[config.mk]
export PLATFORM = sky130hd
export DESIGN_NAME = start_sync_host
export DESIGN_NICKNAME = d
export VERILOG_FILES = /design/src/core/sync_pkg.sv /design/src/core/start_sync_host.sv
export SDC_FILE = /design/constraint.sdc
export NUM_CORES = 1
export LEC_CHECK = 0
export ABC_AREA = 1
export BUFFER_PORTS_ARGS = -buffer_cell sky130_fd_sc_hd__buf_2
export CAP_MARGIN = 20
export CORE_MARGIN = 2
export CORE_UTILIZATION = 54
export DETAILED_ROUTE_END_ITERATION = 8
export PLACE_DENSITY = 0.79
export SKIP_LAST_GASP = 1
export SYNTH_ARGS = -nofsm -noshare
export SYNTH_HDL_FRONTEND = slang
export SYNTH_SLANG_ARGS = --single-unit
[constraint.sdc]
create_clock -name sys_clk -period 1.65 [get_ports sys_clk]
set_input_delay 0.4125 -clock sys_clk [delete_from_list [all_inputs] [get_ports sys_clk]]
set_output_delay 0.4125 -clock sys_clk [all_outputs]
set_load 0.05 [all_outputs]
[src/core/sync_pkg.sv]
package sync_pkg;

    // Sync line levels: high asks to run, low asks to stop.
    localparam logic LINE_RUN = 1'b1;
    localparam logic LINE_STOP = 1'b0;

    // Experiment clock width and its value while initializing.
    localparam int TIME_W = 32;
    localparam logic [TIME_W-1:0] TIME_RESET = 32'h0000_0000;

    // Host sequencing states.
    typedef enum logic [2:0] {
        ST_INIT,
        ST_READY,
        ST_RUN,
        ST_ABORT,
        ST_HALT_ACK,
        ST_IDLE,
        ST_ERROR
    } host_state_t;

    // Operator command strobes from the host's own logic.
    typedef struct packed {
        logic ready;
        logic manual_go_command;
        logic manual_nogo_command;
        logic restart;
    } host_cmd_t;

    // Experiment status flags.
    typedef struct packed {
        logic clocks_running;
        logic logging;
        logic discard_logs;
        logic flush_logs;
        logic seq_error;
    } host_status_t;

endpackage : sync_pkg

[src/core/start_sync_host.sv]
// Contract
// - Sync lines are level coded: high means run, low means stop.
// - In Initialize the host drives sync low and clears experiment clocks.
// - Once ready the host enters Ready, raises sync, no logging or clocks.
// - In Ready a partner rising edge starts Run, clocks and logging.
// - Manual abort drops sync, stops clocks and collection, discards logs.
// - Partner stop request in Run: Halt ACK, drop sync, flush, record end time.
// - After completion the host idles with sync low and clocks stopped.
// - Partner high before host Ready enters Error, sync low, flagged.
// - Host drives sync, watches partner, accepts go only in Initialize and no-go in any state but Idle, Error and Abort.
// - Host stops clocks on the partner falling edge, then goes Idle.
module start_sync_host
    import sync_pkg::*;
(
    input wire logic sys_clk, // System clock, 100 MHz.
    input wire logic sys_rst, // Synchronous active-high reset.
    input wire host_cmd_t cmd, // One-cycle operator strobes.
    input wire logic partner_sync, // Asynchronous partner sync line.
    output logic host_sync, // Host sync line to the partner.
    output host_state_t state, // Current sequencing state.
    output host_status_t status, // Experiment status flags.
    output logic [TIME_W-1:0] exp_time, // Running experiment clock.
    output logic [TIME_W-1:0] end_time // Clock value at halt.
);

    logic sync1_q, sync2_q, prev_q;
    logic rise, fall;
    host_state_t state_q, state_d;
    logic host_sync_q, host_sync_d;
    logic [TIME_W-1:0] time_q, time_d, end_q, end_d;
    host_status_t stat_q, stat_d;

    // Two flops before anything looks at the partner line; the third holds history.
    always_ff @(posedge sys_clk) begin
        if (sys_rst) begin
            sync1_q <= LINE_STOP;
            sync2_q <= LINE_STOP;
            prev_q <= LINE_STOP;
        end else begin
            sync1_q <= partner_sync;
            sync2_q <= sync1_q;
            prev_q <= sync2_q;
        end
    end

    // Edges come from synchronised copies only, so each is seen exactly once.
    assign rise = (sync2_q == LINE_RUN) && (prev_q == LINE_STOP);
    assign fall = (sync2_q == LINE_STOP) && (prev_q == LINE_RUN);

    // Next-state logic; manual no-go takes priority so an abort works from Initialize, Ready, Run and Halt ACK.
    always_comb begin
        state_d = state_q;
        host_sync_d = host_sync_q;
        time_d = time_q;
        end_d = end_q;
        stat_d = stat_q;
        stat_d.flush_logs = 1'b0;
        if (stat_q.clocks_running) begin
            time_d = time_q + 32'h0000_0001;
        end
        if (cmd.manual_nogo_command && state_q != ST_IDLE && state_q != ST_ERROR
                && state_q != ST_ABORT) begin
            state_d = ST_ABORT;
            host_sync_d = LINE_STOP;
            stat_d.clocks_running = 1'b0;
            stat_d.logging = 1'b0;
            stat_d.discard_logs = 1'b1;
            time_d = time_q;
        end else begin
            unique case (state_q)
                ST_INIT: begin
                    host_sync_d = LINE_STOP;
                    time_d = TIME_RESET;
                    stat_d = '0;
                    if (sync2_q == LINE_RUN) begin
                        state_d = ST_ERROR;
                        stat_d.seq_error = 1'b1;
                    end else if (cmd.ready || cmd.manual_go_command) begin
                        state_d = ST_READY;
                        host_sync_d = LINE_RUN;
                    end
                end
                ST_READY: begin
                    if (rise) begin
                        state_d = ST_RUN;
                        stat_d.clocks_running = 1'b1;
                        stat_d.logging = 1'b1;
                    end
                end
                ST_RUN: begin
                    if (fall) begin
                        state_d = ST_HALT_ACK;
                        host_sync_d = LINE_STOP;
                        stat_d.clocks_running = 1'b0;
                        stat_d.logging = 1'b0;
                        stat_d.flush_logs = 1'b1;
                        end_d = time_q;
                        time_d = time_q;
                    end
                end
                ST_ABORT: begin
                    state_d = ST_IDLE;
                end
                ST_HALT_ACK: begin
                    state_d = ST_IDLE;
                end
                ST_IDLE: begin
                    host_sync_d = LINE_STOP;
                    stat_d.clocks_running = 1'b0;
                    if (cmd.restart) begin
                        // Clear on the way in, so Initialize never shows a stale clock or flag.
                        state_d = ST_INIT;
                        time_d = TIME_RESET;
                        stat_d = '0;
                    end
                end
                ST_ERROR: begin
                    host_sync_d = LINE_STOP;
                    stat_d.seq_error = 1'b1;
                    if (cmd.restart) begin
                        // The operator's restart is what clears the sequencing flag.
                        state_d = ST_INIT;
                        time_d = TIME_RESET;
                        stat_d = '0;
                    end
                end
                default: begin
                    state_d = ST_INIT;
                end
            endcase
        end
    end

    // State registers; reset lands in Initialize with everything stopped.
    always_ff @(posedge sys_clk) begin
        if (sys_rst) begin
            state_q <= ST_INIT;
            host_sync_q <= LINE_STOP;
            time_q <= TIME_RESET;
            end_q <= TIME_RESET;
            stat_q <= '0;
        end else begin
            state_q <= state_d;
            host_sync_q <= host_sync_d;
            time_q <= time_d;
            end_q <= end_d;
            stat_q <= stat_d;
        end
    end

    assign host_sync = host_sync_q;
    assign state = state_q;
    assign status = stat_q;
    assign exp_time = time_q;
    assign end_time = end_q;

    // Checks on the sequencing.
    a_init_line_low: assert property (@(posedge sys_clk) disable iff (sys_rst)
        (state_q == ST_INIT) |-> (host_sync_q == LINE_STOP && time_q == TIME_RESET))
        else $error("Sync high or clock nonzero in Initialize.");
    a_ready_raises: assert property (@(posedge sys_clk) disable iff (sys_rst)
        (state_q == ST_READY) |-> (host_sync_q == LINE_RUN && !stat_q.clocks_running && !stat_q.logging))
        else $error("Ready state with wrong outputs.");
    a_rise_starts: assert property (@(posedge sys_clk) disable iff (sys_rst)
        (state_q == ST_READY && rise && !cmd.manual_nogo_command) |=> (state_q == ST_RUN && stat_q.clocks_running))
        else $error("Partner rise did not start run.");
    a_abort_stops: assert property (@(posedge sys_clk) disable iff (sys_rst)
        (cmd.manual_nogo_command && state_q == ST_RUN) |=>
        (state_q == ST_ABORT && host_sync_q == LINE_STOP && stat_q.discard_logs) ##1 (state_q == ST_IDLE))
        else $error("Abort did not stop the run.");
    a_halt_ack: assert property (@(posedge sys_clk) disable iff (sys_rst)
        (state_q == ST_RUN && fall && !cmd.manual_nogo_command) |=>
        (state_q == ST_HALT_ACK && host_sync_q == LINE_STOP && end_q == $past(time_q) && stat_q.flush_logs))
        else $error("Halt acknowledge wrong.");
    a_idle_quiet: assert property (@(posedge sys_clk) disable iff (sys_rst)
        (state_q == ST_IDLE) |-> (host_sync_q == LINE_STOP && !stat_q.clocks_running))
        else $error("Idle with sync high or clocks running.");
    a_early_error: assert property (@(posedge sys_clk) disable iff (sys_rst)
        (state_q == ST_INIT && sync2_q && !cmd.manual_nogo_command) |=>
        (state_q == ST_ERROR && host_sync_q == LINE_STOP && stat_q.seq_error))
        else $error("Early partner run not flagged.");
    a_clock_frozen: assert property (@(posedge sys_clk) disable iff (sys_rst)
        (state_q == ST_HALT_ACK && !cmd.manual_nogo_command) |=> (state_q == ST_IDLE && $stable(time_q)))
        else $error("Clock moved after halt.");
    a_sync_delay: assert property (@(posedge sys_clk) disable iff (sys_rst)
        $rose(sync2_q) |-> (rise ##1 !rise))
        else $error("Synchronised rise not seen exactly once.");

    // Further checks on abort, run timing and the quiet states.
    a_nogo_early: assert property (@(posedge sys_clk) disable iff (sys_rst)
        (cmd.manual_nogo_command && (state_q == ST_INIT || state_q == ST_READY)) |=>
        (state_q == ST_ABORT && host_sync_q == LINE_STOP))
        else $error("No-go before run did not abort.");
    a_run_counts: assert property (@(posedge sys_clk) disable iff (sys_rst)
        (state_q == ST_RUN && !fall && !cmd.manual_nogo_command) |=> (time_q == $past(time_q) + 32'h0000_0001))
        else $error("Experiment clock did not advance in run.");
    a_run_line: assert property (@(posedge sys_clk) disable iff (sys_rst)
        (state_q == ST_RUN) |-> (host_sync_q == LINE_RUN && stat_q.clocks_running && stat_q.logging))
        else $error("Run state with wrong outputs.");
    a_flush_once: assert property (@(posedge sys_clk) disable iff (sys_rst)
        stat_q.flush_logs |=> !stat_q.flush_logs)
        else $error("Flush pulse longer than one cycle.");
    a_halt_stopped: assert property (@(posedge sys_clk) disable iff (sys_rst)
        (state_q == ST_HALT_ACK) |-> (!stat_q.clocks_running && host_sync_q == LINE_STOP))
        else $error("Clocks running or sync high in halt acknowledge.");
    a_idle_waits: assert property (@(posedge sys_clk) disable iff (sys_rst)
        (state_q == ST_IDLE && !cmd.restart) |=> (state_q == ST_IDLE))
        else $error("Idle left without a restart.");
    a_error_holds: assert property (@(posedge sys_clk) disable iff (sys_rst)
        (state_q == ST_ERROR) |-> (host_sync_q == LINE_STOP && stat_q.seq_error))
        else $error("Error state with sync high or flag clear.");

endmodule : start_sync_host

* Yosys cells after proc, flatten, opt, wreduce, memory -nomap -nowiden *
Cells that the tools add are included.

word-level totals
  output and inout port bits = 73
  bits in registers = 76

cells by class
  add/sub/neg operators = 1
  reductions and logical operators = 23
  bitwise gates (word level) = 3
  equality and inequality tests = 22
  muxes and demuxes = 26

operator list
  kind                   number
  $mux 32                3
  $pmux 32 s3            1
  $add 32x1->32 const B  1
  $ne 3x3->1 const B     7
  $mux 3                 5
  $pmux 3 s5             1
  $pmux 1 s3             4
  $reduce_and 4->1       3
  $ne 2x2->1 const B     5
  $pmux 2 s5             1
  $eq 3x3->1 const B     3
  $reduce_and 3->1       3
  $eq 3x2->1 const B     2
  $mux 1                 6
  $mux 2                 3
  $reduce_bool 3->1      2
  $reduce_or 2->1        3
  $logic_and 1x1->1      5
  $mux 5                 1
  $reduce_and 5->1       1
  $reduce_bool 5->1      1
  $mux 4                 1
  $ne 4x4->1 const B     1
  $reduce_and 2->1       2
  8 further kinds        10

* Logic depth before layout (Yosys ltp) *
  depth after elaboration = 6
  gate-level depth with buffers = 11

* Worst setup path after synthesis *
OpenSTA, ideal clock, no wires.

  path type = register -> register
  from = register time_q[0] (netlist: exp_time[0])
  to = register time_q[26] (netlist: exp_time[26])
  stages on the path, launching flop included = 10
  buffers on the path = 0
  data arrival time = 1818 ps
  setup slack = -232 ps
  library setup time = 64 ps
  path through = dfxtp_1 > ha_1 > nand3_1 > nor2_1 > nand2_1 > nor2_1 > nand2_1 > o21bai_1 > nand2_1 > nor2_1

on the way
  word-level cells in the longest chain between the ends = 4
  elaborated cells on any way between the ends = 5
  classes of those cells = add/sub (1); mux (4)

RTL lines
  element                     RTL line                                                               source
  start: declaration          start_sync_host.sv:30                                                  logic [TIME_W-1:0] time_q, time_d, end_q, end_d;
  start signal: assignment    start_sync_host.sv:145                                                 time_q <= time_d;
  $add 32x1->32 *             start_sync_host.sv:59                                                  time_d = time_q + 32'h0000_0001;
  $mux 32 *                   start_sync_host.sv:58                                                  if (stat_q.clocks_running) begin
  $mux 32 (on tied branches)  start_sync_host.sv:110, start_sync_host.sv:120, start_sync_host.sv:91
  $pmux 32 s3 *               start_sync_host.sv:70                                                  unique case (state_q)

Every way passes the cells marked *; elsewhere a longest branch is shown, timed or not. The select of a mux whose other input is x is not followed.
A chain may end at the register's enable or synchronous reset.

* Worst setup path in the final report *
  from = register state_q[1] (netlist: state[1])
  to = register state_q[1] (netlist: state[1])

on the way
  word-level cells in the longest chain between the ends = 6
  elaborated cells on any way between the ends = 22
  classes of those cells = eq/ne (13); mux (2); reduce/logical (7)

RTL lines
  element                                       RTL line                source
  start: declaration                            start_sync_host.sv:28   host_state_t state_q, state_d;
  start signal: assignment                      start_sync_host.sv:143  state_q <= state_d;
  $ne 3x3->1                                    start_sync_host.sv:61   if (cmd.manual_nogo_command && state_q != ST_IDLE && state_q != ST_ERROR
  $logic_and 1x1->1 (2 in a row)                start_sync_host.sv:61
  $logic_and 1x1->1                             start_sync_host.sv:62   && state_q != ST_ABORT) begin
  $ne 4x4->1 (no line) (tied with other cells)  -
  $reduce_and 4->1 (no line)                    -

Parallel ways exist; a longest one is shown, timed or not.

==> flow_summary.toml <==
[clock_network]
cts.htree.levels = 3
cts_root_buf = "clkbuf_8"
clk_latency_ns = 0.35
clkTransAtPathRegs_ns = 0.08
cts_sinks = 76
cts_buffers = 9
clockBufferDepth = 2
cts_tree = "built"
hold_buffers = 0

[floorplanning]
rows = 29
dieArea_mm2 = 0.007401
start_util_pct = 56.58
io-pin-count = 80
die_w_um = 86.03
core-area_mm2 = 0.006422
fp.dieH_um = 86.03

[worst_hold_path]
hold_depth = 3
holdPathEnd = "sync1_q"
hp-class = "primary input to register"
hold_path.startpoint = "partner_sync"

[global_route]
overflow = 0
grt_pass1_vias = 3608
antenna_found_initial = 0
grt_max_degree = 36
grtUsageTotal_pct = 29.18
grt_pass1_wl_um = 17000

[worst_setup_path]
worstPathCellList = "inv_2 > nand2_1 > nor2_2 > o21ai_0 > nand2_1 > nor2_1 > nor2_1 > nand2_1 > nand2_1 > nor2_1"
start_kind = "register"
slowest_stage = "dfxtp_4"
r2r-end = "state[1]"
worstPathArrival_ns = 1.84
worst-path-max-fanout = 7
cpMostUsedCell = "nand2_1"
timing.rr.start = "state[1]"
reg2reg_depth = 10
end_kind = "register"
r2r_slack_ns = 0.06
cpPeakStageDelay_ns = 0.38
worstSetupPathType = "register to register"
cp.required_ns = 1.90

[sta]
tightest_slew_ns = 0.3746
min_period_ns = 1.589
post-route-period-util_pct = 96.27
drv_slew = 0
rsz0062_at_grt = "yes"
fin_ws_ns = 0.06147
fmaxAchievable_mhz = 629.5
hold_viol_final = 0
relSlewSlack_pct = 74.93
finalClockSkew_ns = 0.01081
finalSetupViolations = 0

[place]
place_inst = 716
place.gp.congestion = 0.9474
placed_cell_area_mm2 = 0.004322
port_buffers = 79
dp_slack_ns = 0.01428
dp_hpwl_um = 7803

[logic_synthesis]
yosysSeqAreaShare_pct = 41.87
synth_area_leaders = "dfxtp_1, nor2_1, nand2_1"
synth.avg_cell_area_um2 = 6.655
synth_top_area_share_pct = 41.87
syn_area_mm2 = 0.003633
synth_top_area_cell = "dfxtp_1"
yosysUniqueCellTypes = 28
synth-seq-cells = 76
synthCells = 546
syn-num-nets = 554
yosys_warnings = 0

[drt]
ant_nets = 0
wl_per_cell_um = 14.59
route.detailed.drc = 0
drt_iter0_markers = 220
routed_via_density = 5.400
routed_wl_um = 10800
drt-pass1-iter-count = 5
via_count = 3996

[finish]
n_antenna_cell = 0
fin_area_mm2 = 0.004643
final_common_cell = "nand2_1"
layout_common_cells = "nand2_1, nor2_1, buf_2, dfxtp_1, inv_1"
area_delta_synth_final_pct = 27.79
drive_gt1_share_pct = 27.00
instances_no_fill = 740
nets = 667
final_util_pct = 72.30

[run]
maxCapViolCount = 0

[power]
power_mw = 4.951
pwr_density_cell_mw_per_mm2 = 1066
leakage_nw = 2.190
peakVddDrop_mv = 0.5675

[run_status]
status = "finished clean"
[synth_stat cells, drive strengths merged]
cell	instances
a211oi	1
nand2	122
ha	1
clkbuf	2
a21oi	38
xor2	3
o21ai	39
nand3	41
nor3	12
buf	14
a31oi	3
nand4	11
o21bai	2
dfxtp	76
inv	55
or2	1
nor2	125
[how the worst max path moves through the flow]
stage / end / cells after the start / slack, ns / start
floorplan: exp_time[31] / 9 / 0.005 / exp_time[10]
global route: exp_time[13] / 9 / -0.04 / state[1]
CTS: end_time[18] / 8 / 0.01 / state[0]
detailed placement: exp_time[29] / 9 / 0.01 / exp_time[3]
finish: state[1] / 10 / 0.06 / state[1]
global placement: exp_time[29] / 9 / 0.07 / exp_time[3]
[registers in the layout, summed over array words and instances (netlist names)]
name       flops
status         5
end_time      32
state          3
sync1_q        1
exp_time      32
prev_q         1
sync2_q        1
host_sync      1
[critical path, delay by kind of cell, from the launching register on]
family,cells,cell delay [ns]
AND/OR/NAND/NOR,8,0.89
flip-flops,1,0.38
AO/OA/AOI/OAI,1,0.12
buffers and inverters,1,0.09
[repair_timing]
item                       in CTS  in global routing
pin swaps                       1                  4
hold endpoints to repair        0                  0
setup buffers                   0                  8
gates cloned                    0                  1
setup endpoints to repair       3                 66
gates resized for setup         1                 23
[through the flow]
step                      setup TNS, ns  hold WS (ns)
after floorplan                       0        0.3883
after global placement                0        0.3979
after detailed placement              0        0.4037
after CTS                             0        0.2643
after global routing            -0.2833        0.2686
final                                 0        0.2639
[power by group]
group / switching, mW / internal (mW)
Combinational: 1.10 / 0.462
Sequential: 0.111 / 1.94
Clock: 0.713 / 0.632
[layout make-up]
cell class,instances,area (µm²)
multi-input cells,400,1871
clock inverters,5,35.03
inverters,55,214.0
repair buffers,117,734.5
flip-flops and latches,76,1544
well taps,77,96.34
fillers,560,1779
clock buffers,10,148.9
[per-layer routing]
| metal | vias to the layer above | global-route usage (%) | part of all wire [%] |
|---|---|---|---|
| li1 | 1980 | - | - |
| met1 | 1801 | 38.86 | 45 |
| met5 | - | 0 | 0 |
| met2 | 187 | 47.71 | 46 |
| met4 | 0 | 11.26 | 2.0 |
| met3 | 28 | 4.331 | 7.4 |
[cell families (layout without fill, tap and decap cells)]
group / Yosys count / count (layout) / share of synthesized area [%]
simple gates: 312 / 313 / 36.88
compound gates: 83 / 83 / 11.74
flops: 76 / 76 / 41.87
buf+inv: 71 / 187 / 8.437
xor+xnor: 3 / 3 / 0.7233
fa+ha+maj: 1 / 1 / 0.3443
Note: power is estimated with default switching activity, not from simulation.
